[config.mk]
export PLATFORM = sky130hd
export DESIGN_NAME = iba_match
export DESIGN_NICKNAME = d
export VERILOG_FILES = /design/src/hdl/iba_pkg.sv /design/src/hdl/iba_addr_store.sv /design/src/hdl/iba_match.sv
export VERILOG_INCLUDE_DIRS = /design/src /design/src/hdl
export SDC_FILE = /design/constraint.sdc
export NUM_CORES = 1
export LEC_CHECK = 0
export BUFFER_PORTS_ARGS = -buffer_cell sky130_fd_sc_hd__buf_2
export CORE_MARGIN = 1
export CORE_UTILIZATION = 25
export DETAILED_ROUTE_END_ITERATION = 16
export PLACE_DENSITY = 0.56
export SYNTH_ARGS = -nofsm -noshare
export SYNTH_HDL_FRONTEND = slang
export SYNTH_SLANG_ARGS = --single-unit
[constraint.sdc]
create_clock -name clk -period 2.2 [get_ports clk]
set_input_delay 0.33 -clock clk [delete_from_list [all_inputs] [get_ports clk]]
set_output_delay 0.33 -clock clk [all_outputs]
set_load 0.01 [all_outputs]
[src/hdl/iba_consts.svh]
`ifndef IBA_CONSTS_SVH
`define IBA_CONSTS_SVH
// Primary address field and type field of an address byte
// Bus lines count from one, so field bits 5..1 sit at [4:0], type bits 7..6 at [6:5]
`define IBA_PA_LSB 0
`define IBA_PA_MSB 4
`define IBA_TYPE_LSB 5
`define IBA_TYPE_MSB 6
// Top and bottom bits of the stored address
`define IBA_ADDR_TOP 4
`define IBA_ADDR_BOTTOM 0
// Byte type codes: listen 32+addr, talk 64+addr, secondary both bits set
`define IBA_TYPE_LISTEN 2'h1
`define IBA_TYPE_TALK 2'h2
`define IBA_TYPE_SECONDARY 2'h3
`define IBA_TYPE_COMMAND 2'h0
// Address that takes the device off the bus
`define IBA_PA_OFFBUS 5'h1F
// Factory default address
`define IBA_PA_DEFAULT 5'h1C
// Characters
`define IBA_CHAR_LF 8'h0A
`define IBA_CHAR_CR 8'h0D
`endif

[src/hdl/iba_pkg.sv]
package iba_pkg;
	typedef logic [4:0] iba_addr_t;
	typedef logic [7:0] iba_byte_t;
	typedef enum logic [2:0] {
		IBA_TX_IDLE = 3'h1,
		IBA_TX_CR = 3'h2,
		IBA_TX_LF = 3'h4
	} iba_tx_state_t;
endpackage

[src/hdl/iba_addr_store.sv]
`timescale 1ns/10ps
`include "iba_consts.svh"
// Holds the primary address captured once after power-up
module iba_addr_store
	import iba_pkg::*;
(
	input wire logic clk,
	input wire logic nrst,
	input iba_pkg::iba_addr_t switches,
	output iba_pkg::iba_addr_t addr_q,
	output logic captured_q
);
	logic captured_reg;
	iba_addr_t addr_reg;
	wire logic take = !captured_reg;

	// Capture once after reset release, then hold
	always_ff @(posedge clk or negedge nrst) begin
		if (!nrst) begin
			captured_reg <= 1'b0;
			addr_reg <= `IBA_PA_DEFAULT;
		end else if (take) begin
			captured_reg <= 1'b1;
			addr_reg <= switches;
		end
	end

	assign addr_q = addr_reg;
	assign captured_q = captured_reg;
endmodule

[src/hdl/iba_match.sv]
`timescale 1ns/10ps
`include "iba_consts.svh"
module iba_match
	import iba_pkg::*;
(
	input wire logic clk,
	input wire logic nrst,
	input wire logic addr_switch_msb,
	input wire logic addr_switch_bit3,
	input wire logic addr_switch_bit2,
	input wire logic addr_switch_bit1,
	input wire logic addr_switch_lsb,
	input wire logic newline_or_end_termination,
	input wire logic rx_valid,
	input iba_pkg::iba_byte_t rx_data,
	input wire logic rx_atn,
	input wire logic rx_eoi,
	input wire logic tx_valid,
	input iba_pkg::iba_byte_t tx_data,
	input wire logic tx_last,
	input wire logic tx_accept,
	output logic listen_q,
	output logic talk_q,
	output logic msg_valid_q,
	output iba_pkg::iba_byte_t msg_data_q,
	output logic msg_end_q,
	output logic tx_ready_q,
	output logic out_valid_q,
	output iba_pkg::iba_byte_t out_data_q,
	output logic out_eoi_q,
	output iba_pkg::iba_addr_t primary_addr_q
);
	logic listen_reg, listen_next, talk_reg, talk_next;
	logic msg_valid_reg, msg_end_reg, out_valid_reg, out_eoi_reg, tx_ready_reg;
	iba_byte_t msg_data_reg, out_data_reg;
	iba_tx_state_t tx_reg, tx_next;
	iba_addr_t stored;
	logic captured;

	wire iba_addr_t switches = {addr_switch_msb, addr_switch_bit3, addr_switch_bit2, addr_switch_bit1, addr_switch_lsb};

	iba_addr_store u_store (
		.clk(clk),
		.nrst(nrst),
		.switches(switches),
		.addr_q(stored),
		.captured_q(captured)
	);

	// Address decode of a received byte
	wire logic [1:0] byte_type = rx_data[`IBA_TYPE_MSB:`IBA_TYPE_LSB];
	wire logic pa_hit = rx_data[`IBA_PA_MSB:`IBA_PA_LSB] == stored;
	wire logic on_bus = captured && (stored != `IBA_PA_OFFBUS);
	wire logic addr_cyc = rx_valid && rx_atn && on_bus;
	wire logic my_listen = addr_cyc && byte_type == `IBA_TYPE_LISTEN && pa_hit;
	wire logic my_talk = addr_cyc && byte_type == `IBA_TYPE_TALK && pa_hit;
	wire logic is_lf = rx_data == `IBA_CHAR_LF;
	wire logic data_cyc = rx_valid && !rx_atn && listen_reg;
	wire logic rx_end = rx_eoi || (newline_or_end_termination && is_lf);

	// addressed state; secondary and other bytes hold state
	always_comb begin
		listen_next = listen_reg;
		talk_next = talk_reg;
		if (!on_bus) begin
			listen_next = 1'b0;
			talk_next = 1'b0;
		end else if (my_listen) begin
			listen_next = 1'b1;
		end else if (my_talk) begin
			talk_next = 1'b1;
		end
	end

	wire logic tx_take = tx_reg == IBA_TX_IDLE && tx_valid && talk_reg && (!out_valid_reg || tx_accept);
	wire logic out_free = !out_valid_reg || tx_accept;
	always_comb begin
		case (tx_reg)
			IBA_TX_IDLE: tx_next = (tx_take && tx_last && newline_or_end_termination) ? IBA_TX_CR : IBA_TX_IDLE;
			IBA_TX_CR: tx_next = out_free ? IBA_TX_LF : IBA_TX_CR;
			IBA_TX_LF: tx_next = out_free ? IBA_TX_IDLE : IBA_TX_LF;
			default: tx_next = IBA_TX_IDLE;
		endcase
	end

	// Addressed state registers
	always_ff @(posedge clk or negedge nrst) begin
		if (!nrst) begin
			listen_reg <= 1'b0;
			talk_reg <= 1'b0;
		end else begin
			listen_reg <= listen_next;
			talk_reg <= talk_next;
		end
	end

	// Received message data path
	always_ff @(posedge clk or negedge nrst) begin
		if (!nrst) begin
			msg_valid_reg <= 1'b0;
			msg_data_reg <= 8'h00;
			msg_end_reg <= 1'b0;
		end else begin
			msg_valid_reg <= data_cyc;
			msg_data_reg <= data_cyc ? rx_data : msg_data_reg;
			msg_end_reg <= data_cyc && rx_end;
		end
	end

	// Output byte register
	always_ff @(posedge clk or negedge nrst) begin
		if (!nrst) begin
			tx_reg <= IBA_TX_IDLE;
			tx_ready_reg <= 1'b1;
			out_valid_reg <= 1'b0;
			out_data_reg <= 8'h00;
			out_eoi_reg <= 1'b0;
		end else begin
			tx_reg <= tx_next;
			tx_ready_reg <= tx_next == IBA_TX_IDLE;
			if (tx_take) begin
				out_valid_reg <= 1'b1;
				out_data_reg <= tx_data;
				out_eoi_reg <= tx_last && !newline_or_end_termination;
			end else if (tx_reg == IBA_TX_CR && out_free) begin
				out_valid_reg <= 1'b1;
				out_data_reg <= `IBA_CHAR_CR;
				out_eoi_reg <= 1'b0;
			end else if (tx_reg == IBA_TX_LF && out_free) begin
				out_valid_reg <= 1'b1;
				out_data_reg <= `IBA_CHAR_LF;
				out_eoi_reg <= 1'b1;
			end else if (tx_accept) begin
				out_valid_reg <= 1'b0;
				out_eoi_reg <= 1'b0;
			end
		end
	end

	assign listen_q = listen_reg;
	assign talk_q = talk_reg;
	assign msg_valid_q = msg_valid_reg;
	assign msg_data_q = msg_data_reg;
	assign msg_end_q = msg_end_reg;
	assign tx_ready_q = tx_ready_reg;
	assign out_valid_q = out_valid_reg;
	assign out_data_q = out_data_reg;
	assign out_eoi_q = out_eoi_reg;
	assign primary_addr_q = stored;
endmodule

**Word-level counts from Yosys, hierarchy flattened**

Cells that the tools add are included.
Widths: inputs -> output; s select.

- Bits in read-only memories: 0
- Input port bits: 30
- Bits in writable memories: 0
- Memories: 0
- Latch bits: 0
- Word-level logic and storage cells: 69
- Register bits after elaboration: 32

- Equal/unequal tests: 12
- Add/subtract/negate cells: 0
- Multipliers: 0
- Order comparisons: 0
- Shift operators: 0
- Bitwise operators: 0
- Multiplexer cells: 18
- Reductions and logical operators: 27
- Div/mod/pow operators: 0

Operator list:

| kind | count |
|---|---|
| $mux 8 | 3 |
| $logic_and 1x1->1 | 19 |
| $mux 1 | 11 |
| $pmux 3 s3 | 1 |
| $eq 8x4->1 const B | 1 |
| $eq 3x1->1 const B | 2 |
| $mux 3 | 2 |
| $eq 5x5->1 | 1 |
| $ne 5x5->1 const B | 1 |
| $ne 2x1->1 const B | 2 |
| $reduce_bool 4->1 | 1 |
| $eq 3x2->1 const B | 1 |
| $eq 3x3->1 const B | 1 |
| $logic_not 1->1 | 3 |
| $reduce_bool 3->1 | 1 |
| $eq 2x1->1 const B | 1 |
| $eq 2x2->1 const B | 1 |
| $logic_or 1x1->1 | 2 |
| $mux 2 | 1 |
| $ne 2x2->1 const B | 1 |
| $reduce_and 2->1 | 1 |

**Logic depth before layout (Yosys ltp)**

Gate-level depths: netlist (run 1).

- Depth after elaboration: 9
- Depth in mapped cells: 6
- Gate-level depth less buffers: 4

**Modules after synthesis**

From an unflattened synthesis (run 1), not the netlist that was laid out.

- Cell total of the unflattened synthesis: 131
- Area, all modules: 1,411.4 um2

By module, submodules not included:

| module | area each (um2) | sequential area each (um2) | cells an instance | instances |
|---|---|---|---|---|
| iba_match | 1,197.4 | 653.1 | 119 | 1 |
| iba_addr_store | 214.0 | 153.9 | 12 | 1 |

**Least setup slack after synthesis (run 1)**

Ideal clock, no wire load.

- Kind: register -> register
- Start point: register tx_reg[0]
- End point: register out_data_reg[4], in the netlist out_data_q[4]
- Cell stages (with the launch flop): 7
- Slack: 0.618 ns
- Arrival: 1.461 ns
- Required time: 2.079 ns
- Buffers on the path: 2
- Cells stage by stage: dfstp_2 -> buf_4 -> nand4b_4 -> o22a_1 -> or2_1 -> buf_6 -> a22o_1

- Cells in the longest elaborated chain, start to end: 5

RTL lines:

| element | line | RTL |
|---|---|---|
| start, declared | iba_match.sv:36 | `iba_tx_state_t tx_reg, tx_next;` |
| start signal, assigned | iba_match.sv:119 | `tx_reg <= tx_next;` |
| $eq 3x1->1 | iba_match.sv:75 | `wire logic tx_take = tx_reg == IBA_TX_IDLE && tx_valid && talk_reg && (!out_valid_reg \|\| tx_accept);` |
| $logic_and 1x1->1 (3 in series) | iba_match.sv:75 |  |
| $reduce_bool 3->1 (no line) / $mux 8 (equally long branches) | n/a |  |
| end signal, assigned | iba_match.sv:123 | `out_data_reg <= tx_data;` |
| end signal, assigned | iba_match.sv:127 | `` out_data_reg <= `IBA_CHAR_CR; `` |
| end signal, assigned | iba_match.sv:131 | `` out_data_reg <= `IBA_CHAR_LF; `` |
| end, declared | iba_match.sv:35 | `iba_byte_t msg_data_reg, out_data_reg;` |

Several ways; a longest one is shown, not always the timed one.
A chain may end at the register's enable or synchronous reset.

**Worst setup path after layout (run 1)**

- Start point: register tx_reg[0]
- End point: register out_data_reg[5], in the netlist out_data_q[5]

Same word-level chain as after synthesis.

==> results of run 1 <==
-- cell families after synthesis --
family	share of synthesized area (%)
other	0.263
buffers and inverters	3.94
XOR/XNOR	3.68
multiplexers	3.94
flip-flops	56.5
AO/OA/AOI/OAI	13.3
AND/OR/NAND/NOR	18.3
-- routing by layer --
metal  vias to the layer above  part of all wire (%)  track usage (%)
met5                         -                     0                0
met1                       563                    45             16.3
met2                        25                    49             19.0
met4                         0                   1.5             6.23
met3                         6                   5.1             2.94
li1                        573                     -                -
-- area by class of cell --
| cell class | count | area [µm²] |
|---|---|---|
| inverter | 7 | 26.3 |
| sequential | 32 | 807 |
| tap | 72 | 90.1 |
| clock buffer | 5 | 68.8 |
| fill | 581 | 3650 |
| multi-input combinational | 89 | 564 |
| timing repair buffer | 57 | 285 |
| clock inverter | 3 | 18.8 |
-- cells in the final DEF (no fill, tap or decap), drive strengths merged, types with 2 or more instances in the layout --
cell and instances:
a21oi 6, a22o 4, a41oi 3, buf 57
clkbuf 5, clkinv 3, dfrtp 27, dfstp 5
inv 7, mux2 5, nand2 26, nand2b 2
nor2 7, nor2b 4, nor3 2, o21ai 4
o22a 3, o2bb2ai 2, xor2 5
-- metrics by stage --
stage	hold slack [ps]	cell area (µm²)	total power, mW
floorplan	34.4	1430	0.692
global placement	433	1770	0.766
detailed placement	450	1770	0.768
CTS	134	1860	1.23
global route	165	1860	1.27
finish	94.9	1860	1.20
-- synthesized netlist by cell type, drive strengths merged, types with 4 or more instances --
cell   count  area, µm²
a22o       4       35.0
dfstp      5        131
a21oi      6       30.0
nand2     26       97.6
nor2       7       26.3
mux2       5       56.3
o21ai      4       20.0
inv        7       26.3
dfrtp     27        676
nor2b      4       25.0
xor2       5       43.8
-- worst max-delay path, stage by stage, from the launching register on --
cell and delay [ps]:
dfstp_2 620, nand4b_4 140, o22a_1 230, or2_1 320, a22o_1 220
-- path summary, 6_finish.rpt --
path,startpoint,end,slack (ps),depth (start not counted)
setup reg to reg,tx_reg[0],out_data_q[5],560,4
hold reg to reg,msg_data_q[7],msg_data_q[7],480,2
setup / recovery,tx_reg[0],out_data_q[5],560,4
max in group asynchronous,nrst,out_valid_q,1640,1
hold / removal,nrst,msg_data_q[2],90,1
min in group clk,rx_data[7],msg_data_q[7],260,3
-- power breakdown --
| part | switching (mW) | internal [mW] | total (mW) |
|---|---|---|---|
| clock network | 0.230 | 0.220 | 0.450 |
| registers | 0.0194 | 0.615 | 0.635 |
| logic | 0.0607 | 0.0581 | 0.119 |
==> results.txt, run 1 <==
The flow ran to the end, and the final reports show no timing, DRC or antenna violations. The count of buffers added by post-CTS timing repair for setup is 0. The clock slew seen by the registers of the worst setup and hold paths came out at 70 ps. The initial antenna violation count was 0. The first-iteration detailed-routing DRC count is 59. The antenna diode count came out at 0. Synthesis instantiated 35 different standard cells from the library. The utilization after layout is 33.8%. The fraction of final layout cells sized beyond drive strength 1 is 39.9%. Detailed placement finished with a half-perimeter wire length of 2530 µm. The latest clock arrival within the worst-skew pair came out at 290 ps. The path class of the tightest hold or removal check is primary input to asynchronous set/reset pin.

The number of cells upsized or downsized after cts is 0. The congestion estimate from routability-driven global placement came to 0.745. After synthesis, the share of flip-flops with an asynchronous set or reset is 100%.

The worst setup path is of the flop to flop kind. The height of the die came out at 77.6 µm. The row count is 27.

The leakage power summed over all cells came out at 0.989 nW. The sequential element share of the synthesized area came out at 56.5%. The clock net sink count is 32. The via count of the first global-routing pass is 1,154. The endpoint class of the critical path is a flop. The maximum number of pins on one net before global-route repair is 33. The remaining global-route overflow is 0.

The effective utilization at floorplan is 25.9%. The detailed-route vias per instance came out at 4.40. The hold buffer count at cts came out at 0. The worst path meets setup with 562 ps of slack. The startpoint type of the worst setup path is a flop. The number of endpoints failing setup at the final stage came out at 0. The remaining antenna violation count after routing is 0.

The post-synthesis cell area is 1430 µm². The total negative slack for setup checks is 0 ps. The number of hold violations in the final report is 0. The post-route DRC violation count came out at 0. The average size of a mapped cell is 10.7 µm². The headroom to the max-slew limit came out at 52.2%. The count of cells in the finished layout, fillers not included, comes to 265. The power density normalized to cell area came out at 647 nW/µm².

The chip width came out at 77.6 µm. The routed via count is 1,167. The count of buffers from port buffering came out at 57. The maximum clock path buffer count came out at 2. Of all nets on the critical path, the largest fanout is 9. TritonCTS built the clock tree. The number of synthesized register bits came out at 32.

The worst clock skew came out at 6.65 ps. The pre-antenna-repair detailed-routing pass consisted of 4 iterations. At the pin with the least slew margin, the transition time is 717 ps. The total number of nets in the final design is 222. The worst endpoint required time is 2370 ps. The fmax is 611 MHz. The depth of the CTS H-tree came out at 2. The final max-slew violation count is 0. Synthesis produced 133 cells. The area growth from synthesis to layout is 30.3%. Setup repair after global routing left no endpoint under its margin.

The tree is rooted in a clkbuf_8. The maximum ir drop on the vdd rail came out at 204 µV. For this block, the routed nets add up to 3360 µm of wire. For this design the top-level I/O count stands at 58. The placeable core region is 5510 µm². For the worst setup path, the data arrival time is 1810 ps.

The number of nets handed over by synthesis was 163. The number of CTS-inserted buffers is 5. The yosys synthesis warning count is 0.

The setup slack at placement came out at 553 ps. Among all flip-flop cells after synthesis, the most frequent one is dfrtp_1. Across the run, the number of max-cap violations was 0. The first-pass GRT wire length is 5690 µm.

The cell total after placement is 257. In the final routed layout, each cell accounts on average for 12.7 µm. The count of flip-flops with a built-in enable after synthesis came out at 0.

The time the worst path needs with I/O delays and setup is 1640 ps. The floorplan step defined a die boundary enclosing 6020 µm². The final clock period utilization by the worst path came out at 74.4%. Global routing used 12.4% of the available tracks across all layers.
Note: power is estimated with default switching activity, not from simulation.
==> run 2, diff against run 1 <==
==> constraint.sdc (replaced) <==
create_clock -name clk -period 1.6 [get_ports clk]
set_input_delay 0.24 -clock clk [delete_from_list [all_inputs] [get_ports clk]]
set_output_delay 0.24 -clock clk [all_outputs]
set_load 0.01 [all_outputs]
==> run 2 against run 1 <==
  * Via count up 2.0%
  * Sequential cell count stayed put
  * Power increased by 57%
  * Worst hold slack improved by 81 ps
  * Design area is 6.3% higher
  * First-iteration DRC count is 46% higher
  * Wire length up 1.9%
  * Global-route usage about the same
  * Critical path type unchanged
  * Critical endpoint is now tx_ready_q
==> results.txt, run 2 (same netlist as run 1, synthesis figures left out) <==
The flow ran to the end, and the final reports show no timing, DRC or antenna violations. From bottom edge to top edge, the die measures 77.6 µm. TritonCTS created 5 clock buffers.

The fmax is 676 MHz. Setup violations remaining at the end of the flow were counted as 0. The clock root buffer is clkbuf_8. Cells fill 35.9% of the core in the end. The design draws 1.89 mW. The maximum clock path buffer count came out at 2. The first-pass GRT wire length is 5740 µm. The startpoint type of the worst setup path is a flop. 0 antenna diodes ended up in the layout.

The fraction of final layout cells sized beyond drive strength 1 is 42.3%. In this run the number of H-tree levels came out at 2. The latest clock arrival within the worst-skew pair came out at 280 ps.

After clock tree synthesis, the clock-pin slew on the worst setup and hold paths is 70 ps. The number of instances on the worst hold path is 3. The first TritonRoute pass finished after 4 iterations. On the final layout, the worst clock skew is 5.99 ps. The total overflow left after global routing is 0. The first-iteration detailed-routing DRC count came out at 86. In this run the tool buffered the top-level ports with 57 buffer cells. The worst setup path is captured at a flop.

The routed wirelength normalized by instance count is 12.5 µm. The effective utilization at floorplan came out at 25.9%. The area growth from synthesis to layout came out at 38.5%. The detailed-route vias per instance came out at 4.36. The final clock period utilization by the worst path is 92.4%. CTS saw 32 sinks.

The type of the worst setup path is flop to flop. The worst setup slack for register-to-register paths came out at 120 ps. The max-capacitance violation count came out at 0. Setup repair after global routing left no endpoint under its margin. The remaining antenna violation count after routing came out at 0. Counting cells, the worst reg-to-reg path comes to 4. After the last flow step, the layout net total stands at 230.

The clock tree from TritonCTS is yes. The final wirelength is 3420 µm. The library cell used most frequently in the layout, excluding fill and tap cells, is buf_2.

In this run the static leakage power is 1.05 nW. The routability congestion estimate from global placement came out at 0.770. The count of buffers added by post-CTS timing repair for setup is 0. The final max-slew violation count is 0. In the layout the commonest cells are buf_2, dfrtp_1, nand2_1.

Along the worst path, the maximum fanout reaches 8. The die area came out at 6020 µm². The I/O pin count came out at 58. After floorplanning, the core was sized to cover 5510 µm². The routed via count is 1,190. The total negative slack for setup checks is 0 ps. The path class of the tightest hold or removal check is primary input to flop. The worst endpoint required time came out at 1810 ps. The row count came out at 27.

The clock period could shrink to 1480 ps. The initial antenna violation count came out at 0. Global routing consumed, over all layers together, 12.4% of the routing resources. The via count of the first global-routing pass came to 1,221. Entering global routing, the biggest net connects 18 pins.

The power density normalized to cell area came out at 956 nW/µm². The half-perimeter wire length of the detailed placement result came out at 2710 µm. The number of hold violations in the final report came to 0. The arrival time at the worst endpoint is 1690 ps. For this run, design rule violations remaining after detail routing come to 0. The chip width came out at 77.6 µm. The maximum ir drop on the vdd rail came out at 475 µV.
[run 2: cell types whose count changed in the layout (fill, tap and decap cells not counted)]
cell           delta
buf_12            +1
buf_4             +6
bufinv_16         +1
clkbuf_8          +2
clkinv_2          -2
clkinv_4          -1
dlygate4sd3_1     +1
or2_1             -1
or2_4             +1
[run 2: timing repair]
action / 4_1_cts / 5_1_grt
endpoints found under the setup margin: 0 / 1
resized for setup: 0 / 1
hold endpoints to repair: 13 / 0
hold buffers: 1 / 0
[run 2: cell type report]
cell class                      count  area [µm²]
Sequential cell                    32         807
Inverter                            7        26.3
Clock buffer                        7        96.3
Clock inverter                      1        30.0
Fill cell                         578        3530
Tap cell                           72        90.1
Timing Repair Buffer               65         360
Multi-Input combinational cell     89         567
[run 2: worst paths after layout]
| kind | startpoint | endpoint |
|---|---|---|
| min in group asynchronous | nrst | out_data_q[2] |
| hold / removal | rx_data[7] | msg_data_q[7] |
| setup / recovery | tx_reg[0] | tx_ready_q |
| hold reg to reg | msg_data_q[1] | msg_data_q[1] |
| max in group asynchronous | nrst | u_store.addr_q[3] |
| setup reg to reg | tx_reg[0] | tx_ready_q |
[run 2: critical path: stages (launching register included)]
cell and delay (ps):
dfstp_2 550, buf_4 150, and4b_1 280, nand4_1 190
o22a_1 240
[run 2: through the flow]
stage / hold slack [ps] / worst slack [ps] / instance area [µm²] / cells
global route: 175 / 55.7 / 1980 / 273
CTS: 169 / 69.3 / 1970 / 273
finish: 176 / 122 / 1980 / 273
floorplan: -55.6 / 17.7 / 1430 / 133
global placement: 192 / 103 / 1840 / 264
detailed placement: 203 / 92.5 / 1840 / 264
[run 2: where the power goes]
group / total, mW / switching (mW) / internal (mW) / leakage, nW
logic: 0.172 / 0.0851 / 0.0867 / 0.570
clock network: 0.845 / 0.296 / 0.549 / 0.0645
registers: 0.873 / 0.0265 / 0.846 / 0.417
[run 2: metal layers]
metal  vias up  wire, µm  GRT usage [%]  share of wire, %
li1        590         -              -                 -
met1       575      1580           15.4                46
met2        23      1690           19.9                49
met3         2       125           4.24               3.7
met4         0        23           4.53              0.67
met5         -         0              0                 0
